[config.mk]
export PLATFORM = sky130hd
export DESIGN_NAME = drive_status_words
export DESIGN_NICKNAME = d
export VERILOG_FILES = /design/src/logic/drive_status_pkg.sv /design/src/logic/scale_if.sv /design/src/logic/drive_status_words.sv /design/src/logic/ref_scaler.sv
export SDC_FILE = /design/constraint.sdc
export NUM_CORES = 2
export LEC_CHECK = 0
export BUFFER_PORTS_ARGS = -buffer_cell sky130_fd_sc_hd__buf_2
export CORE_ASPECT_RATIO = 1.75
export CORE_UTILIZATION = 55
export DETAILED_ROUTE_END_ITERATION = 8
export HOLD_SLACK_MARGIN = 0.02
export PLACE_DENSITY = 0.69
export SLEW_MARGIN = 25
export SYNTH_ARGS = -nofsm -noshare
export SYNTH_HDL_FRONTEND = slang
export SYNTH_SLANG_ARGS = --single-unit
export TNS_END_PERCENT = 100
[constraint.sdc]
create_clock -name mclk -period 6.2 [get_ports mclk]
set_input_delay 0.31 -clock mclk [delete_from_list [all_inputs] [get_ports mclk]]
set_output_delay 0.31 -clock mclk [all_outputs]
set_load 0.01 [all_outputs]
[src/logic/drive_status_pkg.sv]
// Shared constants for the drive status and reference word block
`default_nettype none
package drive_status_pkg;
	localparam int WORD_W = 16;
	// Status word bit positions
	localparam int ST_CTRL_READY = 0;
	localparam int ST_DRIVE_READY = 1;
	localparam int ST_STANDBY = 2;
	localparam int ST_TRIP = 3;
	localparam int ST_SPARE4 = 4;
	localparam int ST_SPARE5 = 5;
	localparam int ST_TRIP_LOCK = 6;
	localparam int ST_WARNING = 7;
	localparam int ST_ON_REF = 8;
	localparam int ST_SERIAL_CTRL = 9;
	localparam int ST_IN_RANGE = 10;
	localparam int ST_RUNNING = 11;
	localparam int ST_SPARE12 = 12;
	localparam int ST_VOLTAGE = 13;
	localparam int ST_CURRENT_LIMIT = 14;
	localparam int ST_THERMAL = 15;
	// Control word data valid bit
	localparam int CW_DATA_VALID = 10;
	// Control word coast (active low) and start bits
	localparam int CW_COAST = 3;
	localparam int CW_START = 6;
	// Reference scaling: 0x4000 is full span
	localparam logic [15:0] REF_FULL = 16'h4000;
	localparam int REF_SHIFT = 14;
	// Protocol selection codes
	localparam logic [0:0] PROTO_NATIVE = 1'h0;
	localparam logic [0:0] PROTO_MODBUS = 1'h1;
	// Station address range and default
	localparam logic [6:0] ADDR_MAX = 7'h7e;
	localparam logic [6:0] ADDR_DEFAULT = 7'h01;
	// Overcurrent trip delay
	localparam int OC_DELAY_MS = 1;
	localparam int CLK_HZ = 40000000;
	localparam int OC_DELAY_CYCLES = OC_DELAY_MS * (CLK_HZ / 1000);
endpackage
`default_nettype wire

[src/logic/scale_if.sv]
// Signals between the top block and the reference scaler
`default_nettype none
interface scale_if;
	logic signed [15:0] raw;
	logic [15:0] lo;
	logic [15:0] hi;
	logic [15:0] mag;
	logic neg;
	modport user (output raw, output lo, output hi, input mag, input neg);
	modport scaler (input raw, input lo, input hi, output mag, output neg);
endinterface
`default_nettype wire

[src/logic/drive_status_words.sv]
// Drive status word, reference and output frequency words for the serial link
`default_nettype none
module drive_status_words
	import drive_status_pkg::*;
#(
	parameter int OC_DELAY = OC_DELAY_CYCLES
) (
	input wire logic mclk,
	input wire logic resetn,
	input wire logic coast_pin,
	input wire logic hand_mode,
	input wire logic panel_halt,
	input wire logic fault_event,
	input wire logic trip_lock,
	input wire logic any_warning,
	input wire logic dc_voltage_bad,
	input wire logic motor_overtemp,
	input wire logic drive_overtemp,
	input wire logic thermistor_hot,
	input wire logic start_pin,
	input wire logic [15:0] current_limit_setting,
	input wire logic [15:0] output_current,
	input wire logic [15:0] actual_speed,
	input wire logic [15:0] out_freq,
	input wire logic [15:0] freq_low_limit,
	input wire logic [15:0] freq_high_limit,
	input wire logic [15:0] ref_min,
	input wire logic [15:0] ref_max,
	input wire logic rx_valid,
	input wire logic [15:0] rx_control_word,
	input wire logic [15:0] speed_setpoint_word,
	input wire logic trip_reset,
	input wire logic protocol_sel,
	input wire logic [6:0] station_addr_in,
	input wire logic addr_write,
	input wire logic reply_strobe,
	output logic [15:0] drive_status_word,
	output logic [15:0] output_frequency_word,
	output logic [15:0] speed_target,
	output logic reverse_request,
	output logic [15:0] control_word,
	output logic control_valid,
	output logic native_drive_protocol,
	output logic [6:0] station_addr,
	output logic reply_valid
);
	if (OC_DELAY < 1) begin : g_bad_delay
		$error("OC_DELAY must be at least one cycle");
	end
	// Pin synchronisers
	logic [1:0] coast_s_q, start_s_q, halt_s_q, hand_s_q;
	always_ff @(posedge mclk or negedge resetn) begin
		if (!resetn) begin
			coast_s_q <= 2'h3;
			start_s_q <= 2'h0;
			halt_s_q <= 2'h0;
			hand_s_q <= 2'h0;
		end else begin
			coast_s_q <= {coast_s_q[0], coast_pin};
			start_s_q <= {start_s_q[0], start_pin};
			halt_s_q <= {halt_s_q[0], panel_halt};
			hand_s_q <= {hand_s_q[0], hand_mode};
		end
	end
	wire coast_n = coast_s_q[1];
	wire start_s = start_s_q[1];
	// Control word latch, used only when data valid set
	logic [15:0] cw_q;
	always_ff @(posedge mclk or negedge resetn) begin
		if (!resetn)
			cw_q <= 16'h0000;
		else if (rx_valid && rx_control_word[CW_DATA_VALID])
			cw_q <= rx_control_word;
	end
	assign control_word = cw_q;
	assign control_valid = cw_q[CW_DATA_VALID];
	wire serial_coast = (cw_q[CW_COAST] == 1'b0) && cw_q[CW_DATA_VALID];
	wire serial_start = cw_q[CW_START] && cw_q[CW_DATA_VALID];
	// Overcurrent timer and trip latch
	wire over_i = output_current > current_limit_setting;
	logic [31:0] oc_cnt_q;
	logic oc_trip;
	always_ff @(posedge mclk or negedge resetn) begin
		if (!resetn)
			oc_cnt_q <= 32'h0;
		else if (!over_i)
			oc_cnt_q <= 32'h0;
		else if (oc_cnt_q < 32'(OC_DELAY))
			oc_cnt_q <= oc_cnt_q + 32'h1;
	end
	assign oc_trip = over_i && (oc_cnt_q >= 32'(OC_DELAY) - 32'h1);
	logic trip_q;
	always_ff @(posedge mclk or negedge resetn) begin
		if (!resetn)
			trip_q <= 1'b0;
		else if (fault_event || oc_trip)
			trip_q <= 1'b1;
		else if (trip_reset && !trip_lock)
			trip_q <= 1'b0;
	end
	// Protocol and address settings
	logic proto_q;
	logic [6:0] addr_q;
	always_ff @(posedge mclk or negedge resetn) begin
		if (!resetn) begin
			proto_q <= PROTO_NATIVE;
			addr_q <= ADDR_DEFAULT;
		end else if (addr_write) begin
			proto_q <= protocol_sel;
			if (protocol_sel == PROTO_MODBUS || station_addr_in <= ADDR_MAX)
				addr_q <= station_addr_in;
		end
	end
	assign native_drive_protocol = (proto_q == PROTO_NATIVE);
	assign station_addr = addr_q;
	// Reference scaling
	scale_if ref_bus ();
	assign ref_bus.raw = speed_setpoint_word;
	assign ref_bus.lo = ref_min;
	assign ref_bus.hi = ref_max;
	ref_scaler u_ref (
		.mclk(mclk),
		.resetn(resetn),
		.s(ref_bus)
	);
	assign speed_target = ref_bus.mag;
	assign reverse_request = ref_bus.neg;
	// Output frequency scaling onto 0..0x4000 of low..high span
	function automatic logic [15:0] freq_word(input logic [15:0] f, input logic [15:0] lo,
		input logic [15:0] hi);
		logic [16:0] span;
		logic [31:0] num;
		span = {1'b0, hi} - {1'b0, lo};
		num = (f > lo) ? 32'(f - lo) << REF_SHIFT : 32'h0;
		if (span == 17'h0)
			freq_word = 16'h0000;
		else
			freq_word = 16'(num / 32'(span));
	endfunction
	// Live status assembly
	logic [15:0] st_d;
	always_comb begin
		st_d = 16'h0000;
		st_d[ST_CTRL_READY] = !trip_q;
		st_d[ST_DRIVE_READY] = !trip_q && (!coast_n || serial_coast);
		st_d[ST_STANDBY] = !trip_q && coast_n && !serial_coast && !trip_lock;
		st_d[ST_TRIP] = trip_q;
		st_d[ST_TRIP_LOCK] = trip_lock;
		st_d[ST_WARNING] = any_warning;
		st_d[ST_ON_REF] = (actual_speed == speed_target);
		st_d[ST_SERIAL_CTRL] = !halt_s_q[1] && !hand_s_q[1];
		st_d[ST_IN_RANGE] = (out_freq > freq_low_limit) && (out_freq < freq_high_limit);
		st_d[ST_RUNNING] = start_s || serial_start || (out_freq != 16'h0000);
		st_d[ST_VOLTAGE] = dc_voltage_bad;
		st_d[ST_CURRENT_LIMIT] = over_i;
		st_d[ST_THERMAL] = motor_overtemp || drive_overtemp || thermistor_hot;
	end
	logic [15:0] status_q, freq_q;
	logic reply_q;
	always_ff @(posedge mclk or negedge resetn) begin
		if (!resetn) begin
			status_q <= 16'h0000;
			freq_q <= 16'h0000;
			reply_q <= 1'b0;
		end else begin
			reply_q <= reply_strobe;
			if (reply_strobe) begin
				status_q <= st_d;
				freq_q <= freq_word(out_freq, freq_low_limit, freq_high_limit);
			end
		end
	end
	assign drive_status_word = status_q;
	assign output_frequency_word = freq_q;
	assign reply_valid = reply_q;
endmodule // drive_status_words
`default_nettype wire

[src/logic/ref_scaler.sv]
// Maps a signed 16-bit word onto a min..max span (0x4000 is 100 percent)
`default_nettype none
module ref_scaler
	import drive_status_pkg::*;
(
	input wire logic mclk,
	input wire logic resetn,
	scale_if.scaler s
);
	logic [15:0] abs_v;
	logic [16:0] span;
	logic [33:0] prod;
	logic [15:0] mag_q;
	logic neg_q;
	always_comb begin
		abs_v = s.raw[15] ? 16'(-s.raw) : 16'(s.raw);
		span = {1'b0, s.hi} - {1'b0, s.lo};
		prod = 34'(abs_v) * 34'(span);
	end
	always_ff @(posedge mclk or negedge resetn) begin
		if (!resetn) begin
			mag_q <= 16'h0000;
			neg_q <= 1'b0;
		end else begin
			mag_q <= 16'(({18'h00000, s.lo} + (prod >> REF_SHIFT)));
			neg_q <= s.raw[15];
		end
	end
	assign s.mag = mag_q;
	assign s.neg = neg_q;
endmodule // ref_scaler
`default_nettype wire

==> results.json, run 1 <==
{
  "grt_first_pass_wirelength_mm": 505.8,
  "ys.flop_type": "dfrtp_1",
  "error": "[ERROR GRT-0116] Global routing finished with congestion. Check the congestion regions in the DRC Viewer.",
  "grt_use_total_pct": 83.62,
  "chipHeight_um": 366.6,
  "die_x_um": 210.3,
  "status": "aborted with a tool error",
  "clock_path_buffers": 2,
  "synth-async-reset-ratio_pct": 100.0,
  "yosysTopAreaCellShare_pct": 17.31,
  "grt-ovfl-total": 1371,
  "num_rows": 133,
  "grt_pass1_vias": 75700,
  "cts_buffers": 9,
  "syn_area_per_cell_um2": 7.491,
  "yosysTopAreaCell": "ha_1",
  "netlist_instances": 5576,
  "ys_warn_count": 0,
  "lastStage": "global routing",
  "io_pins": 260,
  "dp_hpwl_mm": 155.6,
  "ys_top_cells_by_area": "ha_1 (17%), fa_1 (10%), dfrtp_1 (6.5%)",
  "port_buffers": 256,
  "ctsRootBufferMaster": "clkbuf_16",
  "yosys.cell_types.count": 135,
  "synth-seq-cells": 112,
  "synth-edff-count": 0,
  "grt_max_degree": 59,
  "routabilityCongestion": 1.155,
  "syn_area_um2": 41770,
  "cts_sinks": 112,
  "cts_htree_levels": 3,
  "start_util_pct": 55.54,
  "synth_sequential_area_ratio_pct": 6.718
}
==> cells in the mapped netlist, drive strengths merged (73+ instances only) <==
cell type and n:
a21o 147, and2 75, nor3 131, nand3 116, o21ai 309, nand2b 95
xor2 119, ha 578, clkbuf 93, mux2 130, o21bai 73, a21oi 467
nand4 76, fa 210, nand2 542, o21a 111, xnor2 271, dfrtp 109
nor2 490, inv 522
==> repair_timing <==
| action | CTS |
|---|---|
| setup buffers | 489 |
| cloned | 4 |
| gates resized for setup | 432 |
| endpoints found under the hold margin | 56 |
| hold buffers | 5 |
| pin swaps | 354 |
| endpoints found under the setup margin | 32 |
==> metrics by stage <==
| stage | cell area (um^2) | hold WS [ns] | std cells | setup WS, ns |
|---|---|---|---|---|
| floorplan | 43340 | 0.01441 | 5578 | -69.98 |
| global placement | 60330 | 0.3037 | 8742 | -68.59 |
| detailed placement | 60330 | 0.3130 | 8742 | -70.84 |
| CTS | 66340 | 0.08108 | 9238 | -66.42 |
==> metal layers <==
layer / GRT overflow / GRT usage (%)
met1: 32 / 79.31
met2: 894 / 102.0
met3: 36 / 68.05
met4: 407 / 89.84
met5: 2 / 37.99
==> cells by family after synthesis <==
logic type	share of synthesized area (%)
flip-flops	6.718
adder cells (fa/ha/maj)	27.38
XOR/XNOR	8.177
other	0.008977
AND/OR/NAND/NOR	21.44
AO/OA/AOI/OAI	25.43
multiplexers	4.241
buffers and inverters	6.614
==> run 2, diff against run 1 <==
--- a/config.mk
+++ b/config.mk
@@ -6,11 +6,9 @@
 export NUM_CORES = 2
 export LEC_CHECK = 0
 export BUFFER_PORTS_ARGS = -buffer_cell sky130_fd_sc_hd__buf_2
-export CORE_ASPECT_RATIO = 1.75
-export CORE_UTILIZATION = 55
+export CORE_UTILIZATION = 40
 export DETAILED_ROUTE_END_ITERATION = 8
-export HOLD_SLACK_MARGIN = 0.02
-export PLACE_DENSITY = 0.69
+export PLACE_DENSITY_LB_ADDON = 0.15
 export SLEW_MARGIN = 25
 export SYNTH_ARGS = -nofsm -noshare
 export SYNTH_HDL_FRONTEND = slang
==> run 2 against run 1 <==
Effect of this change:
- the flow now finishes, with violations (negative setup slack)
- area after synthesis is the same
- synthesized cell count stayed put
==> results.json, run 2 <==
{
  "status": "finished with violations",
  "violations": "negative setup slack",
  "yosysTopAreaCell": "ha_1",
  "hold_violations": 0,
  "finClkSkew_ns": 0.02519,
  "layout-drive-gt1-share_pct": 45.25,
  "cts_tree": "done",
  "synth_sequential_area_ratio_pct": 6.718,
  "top_register": "oc_cnt_q",
  "path_class": "primary input to flop",
  "slowest_delay_ns": 0.54,
  "whs_ns": 0.03297,
  "final_common_cell": "buf_4",
  "slew_headroom_pct": 24.95,
  "port_buffers": 256,
  "cts_sinks": 112,
  "largest_reg_flops": 32,
  "required_ns": 6.52,
  "tightest_slew_ns": 1.124,
  "dieArea_um2": 105700,
  "final_util_pct": 66.82,
  "final_cell_mix": "buf_4 (2520), ha_1 (500), nand2_1 (497)",
  "hold_start": "coast_pin",
  "ctsRootBufferMaster": "clkbuf_16",
  "ys_warn_count": 0,
  "cts_buffers": 9,
  "syn_area_per_cell_um2": 7.491,
  "fmax_ghz": 0.01336,
  "grt_first_pass_wirelength_mm": 278.3,
  "placed_cells": 9188,
  "grt_use_total_pct": 32.40,
  "num_rows": 118,
  "core_area_um2": 103500,
  "post_drt_wl_per_cell_um": 18.59,
  "cts_htree_levels": 3,
  "totalWireLength_mm": 180.9,
  "regToRegSetupSlack_ns": 3.65,
  "fin_crit_sh_pct": 1207,
  "die_x_um": 325.2,
  "antenna_found_initial": 4,
  "synthTopCellsByCount": "ha_1 (578), nand2_1 (541), inv_1 (522), nor2_1 (485), a21oi_1 (462)",
  "hold_depth": 1,
  "setup_ws_ns": -68.65,
  "worstSetupEndpointType": "flop",
  "syn_area_um2": 41770,
  "r2r_cells": 10,
  "clock_path_buffers": 2,
  "chipHeight_um": 325.2,
  "drtIter0Drc": 3305,
  "yosysTopAreaCellShare_pct": 17.31,
  "nets": 9318,
  "routabilityCongestion": 0.9947,
  "grt_pass1_vias": 52910,
  "grt-ovfl-total": 0,
  "ys_top_cells_by_area": "ha_1 (17%), fa_1 (10%), dfrtp_1 (6.5%)",
  "area_growth_syn_to_layout_pct": 65.56,
  "drc_errors": 0,
  "worstReg2RegEnd": "oc_cnt_q[12]",
  "ys.flop_type": "dfrtp_1",
  "netlist_instances": 5576,
  "period_minus_slack_ns": 74.85,
  "hold_path_end": "coast_s_q[0]",
  "synth-edff-count": 0,
  "cap_violations": 0,
  "rsz0062_at_grt": "yes",
  "start_kind": "primary input",
  "start_util_pct": 40.36,
  "tns_ns": -764.38,
  "critPathSlowestCell": "or4_1",
  "synth-seq-cells": 112,
  "grt_max_degree": 63,
  "dp_hpwl_mm": 136.3,
  "synth-async-reset-ratio_pct": 100.0,
  "crit_fanout": 10,
  "viasPerCell": 5.456,
  "clk_latency_ns": 0.42,
  "via_count": 53090,
  "finalSetupViolCount": 32,
  "dr.pass1.iters": 6,
  "yosysMostFrequentCell": "ha_1",
  "ant_nets": 0,
  "path_clk_slew_ns": 0.13,
  "crit_path_frequent_cell": "a21oi_2",
  "timing.rr.start": "oc_cnt_q[16]",
  "worstHoldPathType": "primary input to flop",
  "fin_cells": 9731,
  "crit_arrival_ns": 75.18,
  "maxSlewViolCount": 0,
  "io_pins": 260,
  "yosys.cell_types.count": 135
}
## run 2: routing by layer
layer	track usage, %	up-vias	routed length (um)
met5	0	-	31
met4	11.98	2	7902
met3	2.988	497	8753
met2	56.94	1638	87730
met1	40.88	25450	76460
li1	-	25510	-
## run 2: area by class of cell
class,instances,area (um^2)
sequential,112,2806
clock buffer,9,225.2
inverter,523,2006
multi-input combinational,4793,40400
clock inverter,7,93.84
antenna,1,2.502
timing repair buffer,2906,21900
tap,1380,1727
fill,8627,34340
## run 2: worst max-delay path by stage
stage,startpoint,slack [ns],end,cells after the start
CTS,freq_low_limit[14],-66.66,output_frequency_word[0],467
floorplan,freq_low_limit[6],-69.98,output_frequency_word[0],481
detailed placement,out_freq[0],-69.67,output_frequency_word[0],461
global placement,out_freq[0],-67.97,output_frequency_word[0],449
finish,freq_low_limit[14],-68.65,output_frequency_word[0],470
global route,freq_low_limit[10],-72.49,output_frequency_word[0],473
## run 2: logic make-up after synthesis
logic type | count (synthesis) | share of synthesized area, %
DFF | 112 | 6.718
other | 1 | 0.008977
xor gates and xnor gates | 390 | 8.177
AOI/OAI and AO/OA | 1601 | 25.43
buffers and inverters | 679 | 6.614
muxes | 160 | 4.241
adders and majority gates | 788 | 27.38
and+or+nand+nor | 1845 | 21.44
## run 2: stage by stage
stage	cell area [um^2]	worst slack (ns)
floorplan	43340	-69.98
global placement	61320	-67.97
detailed placement	61320	-69.67
CTS	66460	-66.66
global route	69160	-72.49
finish	69160	-68.65
## run 2: what timing repair did
| item | in CTS | in global routing |
|---|---|---|
| pin swaps | 273 | 327 |
| gates cloned | 6 | 2 |
| hold buffers | 3 | 0 |
| resized for setup | 400 | 315 |
| setup buffers | 380 | 157 |
| setup endpoints to repair | 32 | 32 |
| endpoints found under the hold margin | 61 | 0 |
## run 2: worst max-delay path, delay by kind of cell
| kind | cells | cell delay (ns) |
|---|---|---|
| buffers and inverters | 49 | 6.28 |
| XOR/XNOR | 1 | 0.17 |
| multiplexers | 11 | 3.21 |
| AND/OR/NAND/NOR | 137 | 19.27 |
| AO/OA/AOI/OAI | 239 | 37.22 |
| adder cells (fa/ha/maj) | 33 | 8.50 |
Power of run 2 is not shown: default switching activity piles up to over one toggle a cycle in this logic, so the estimate is an artifact.
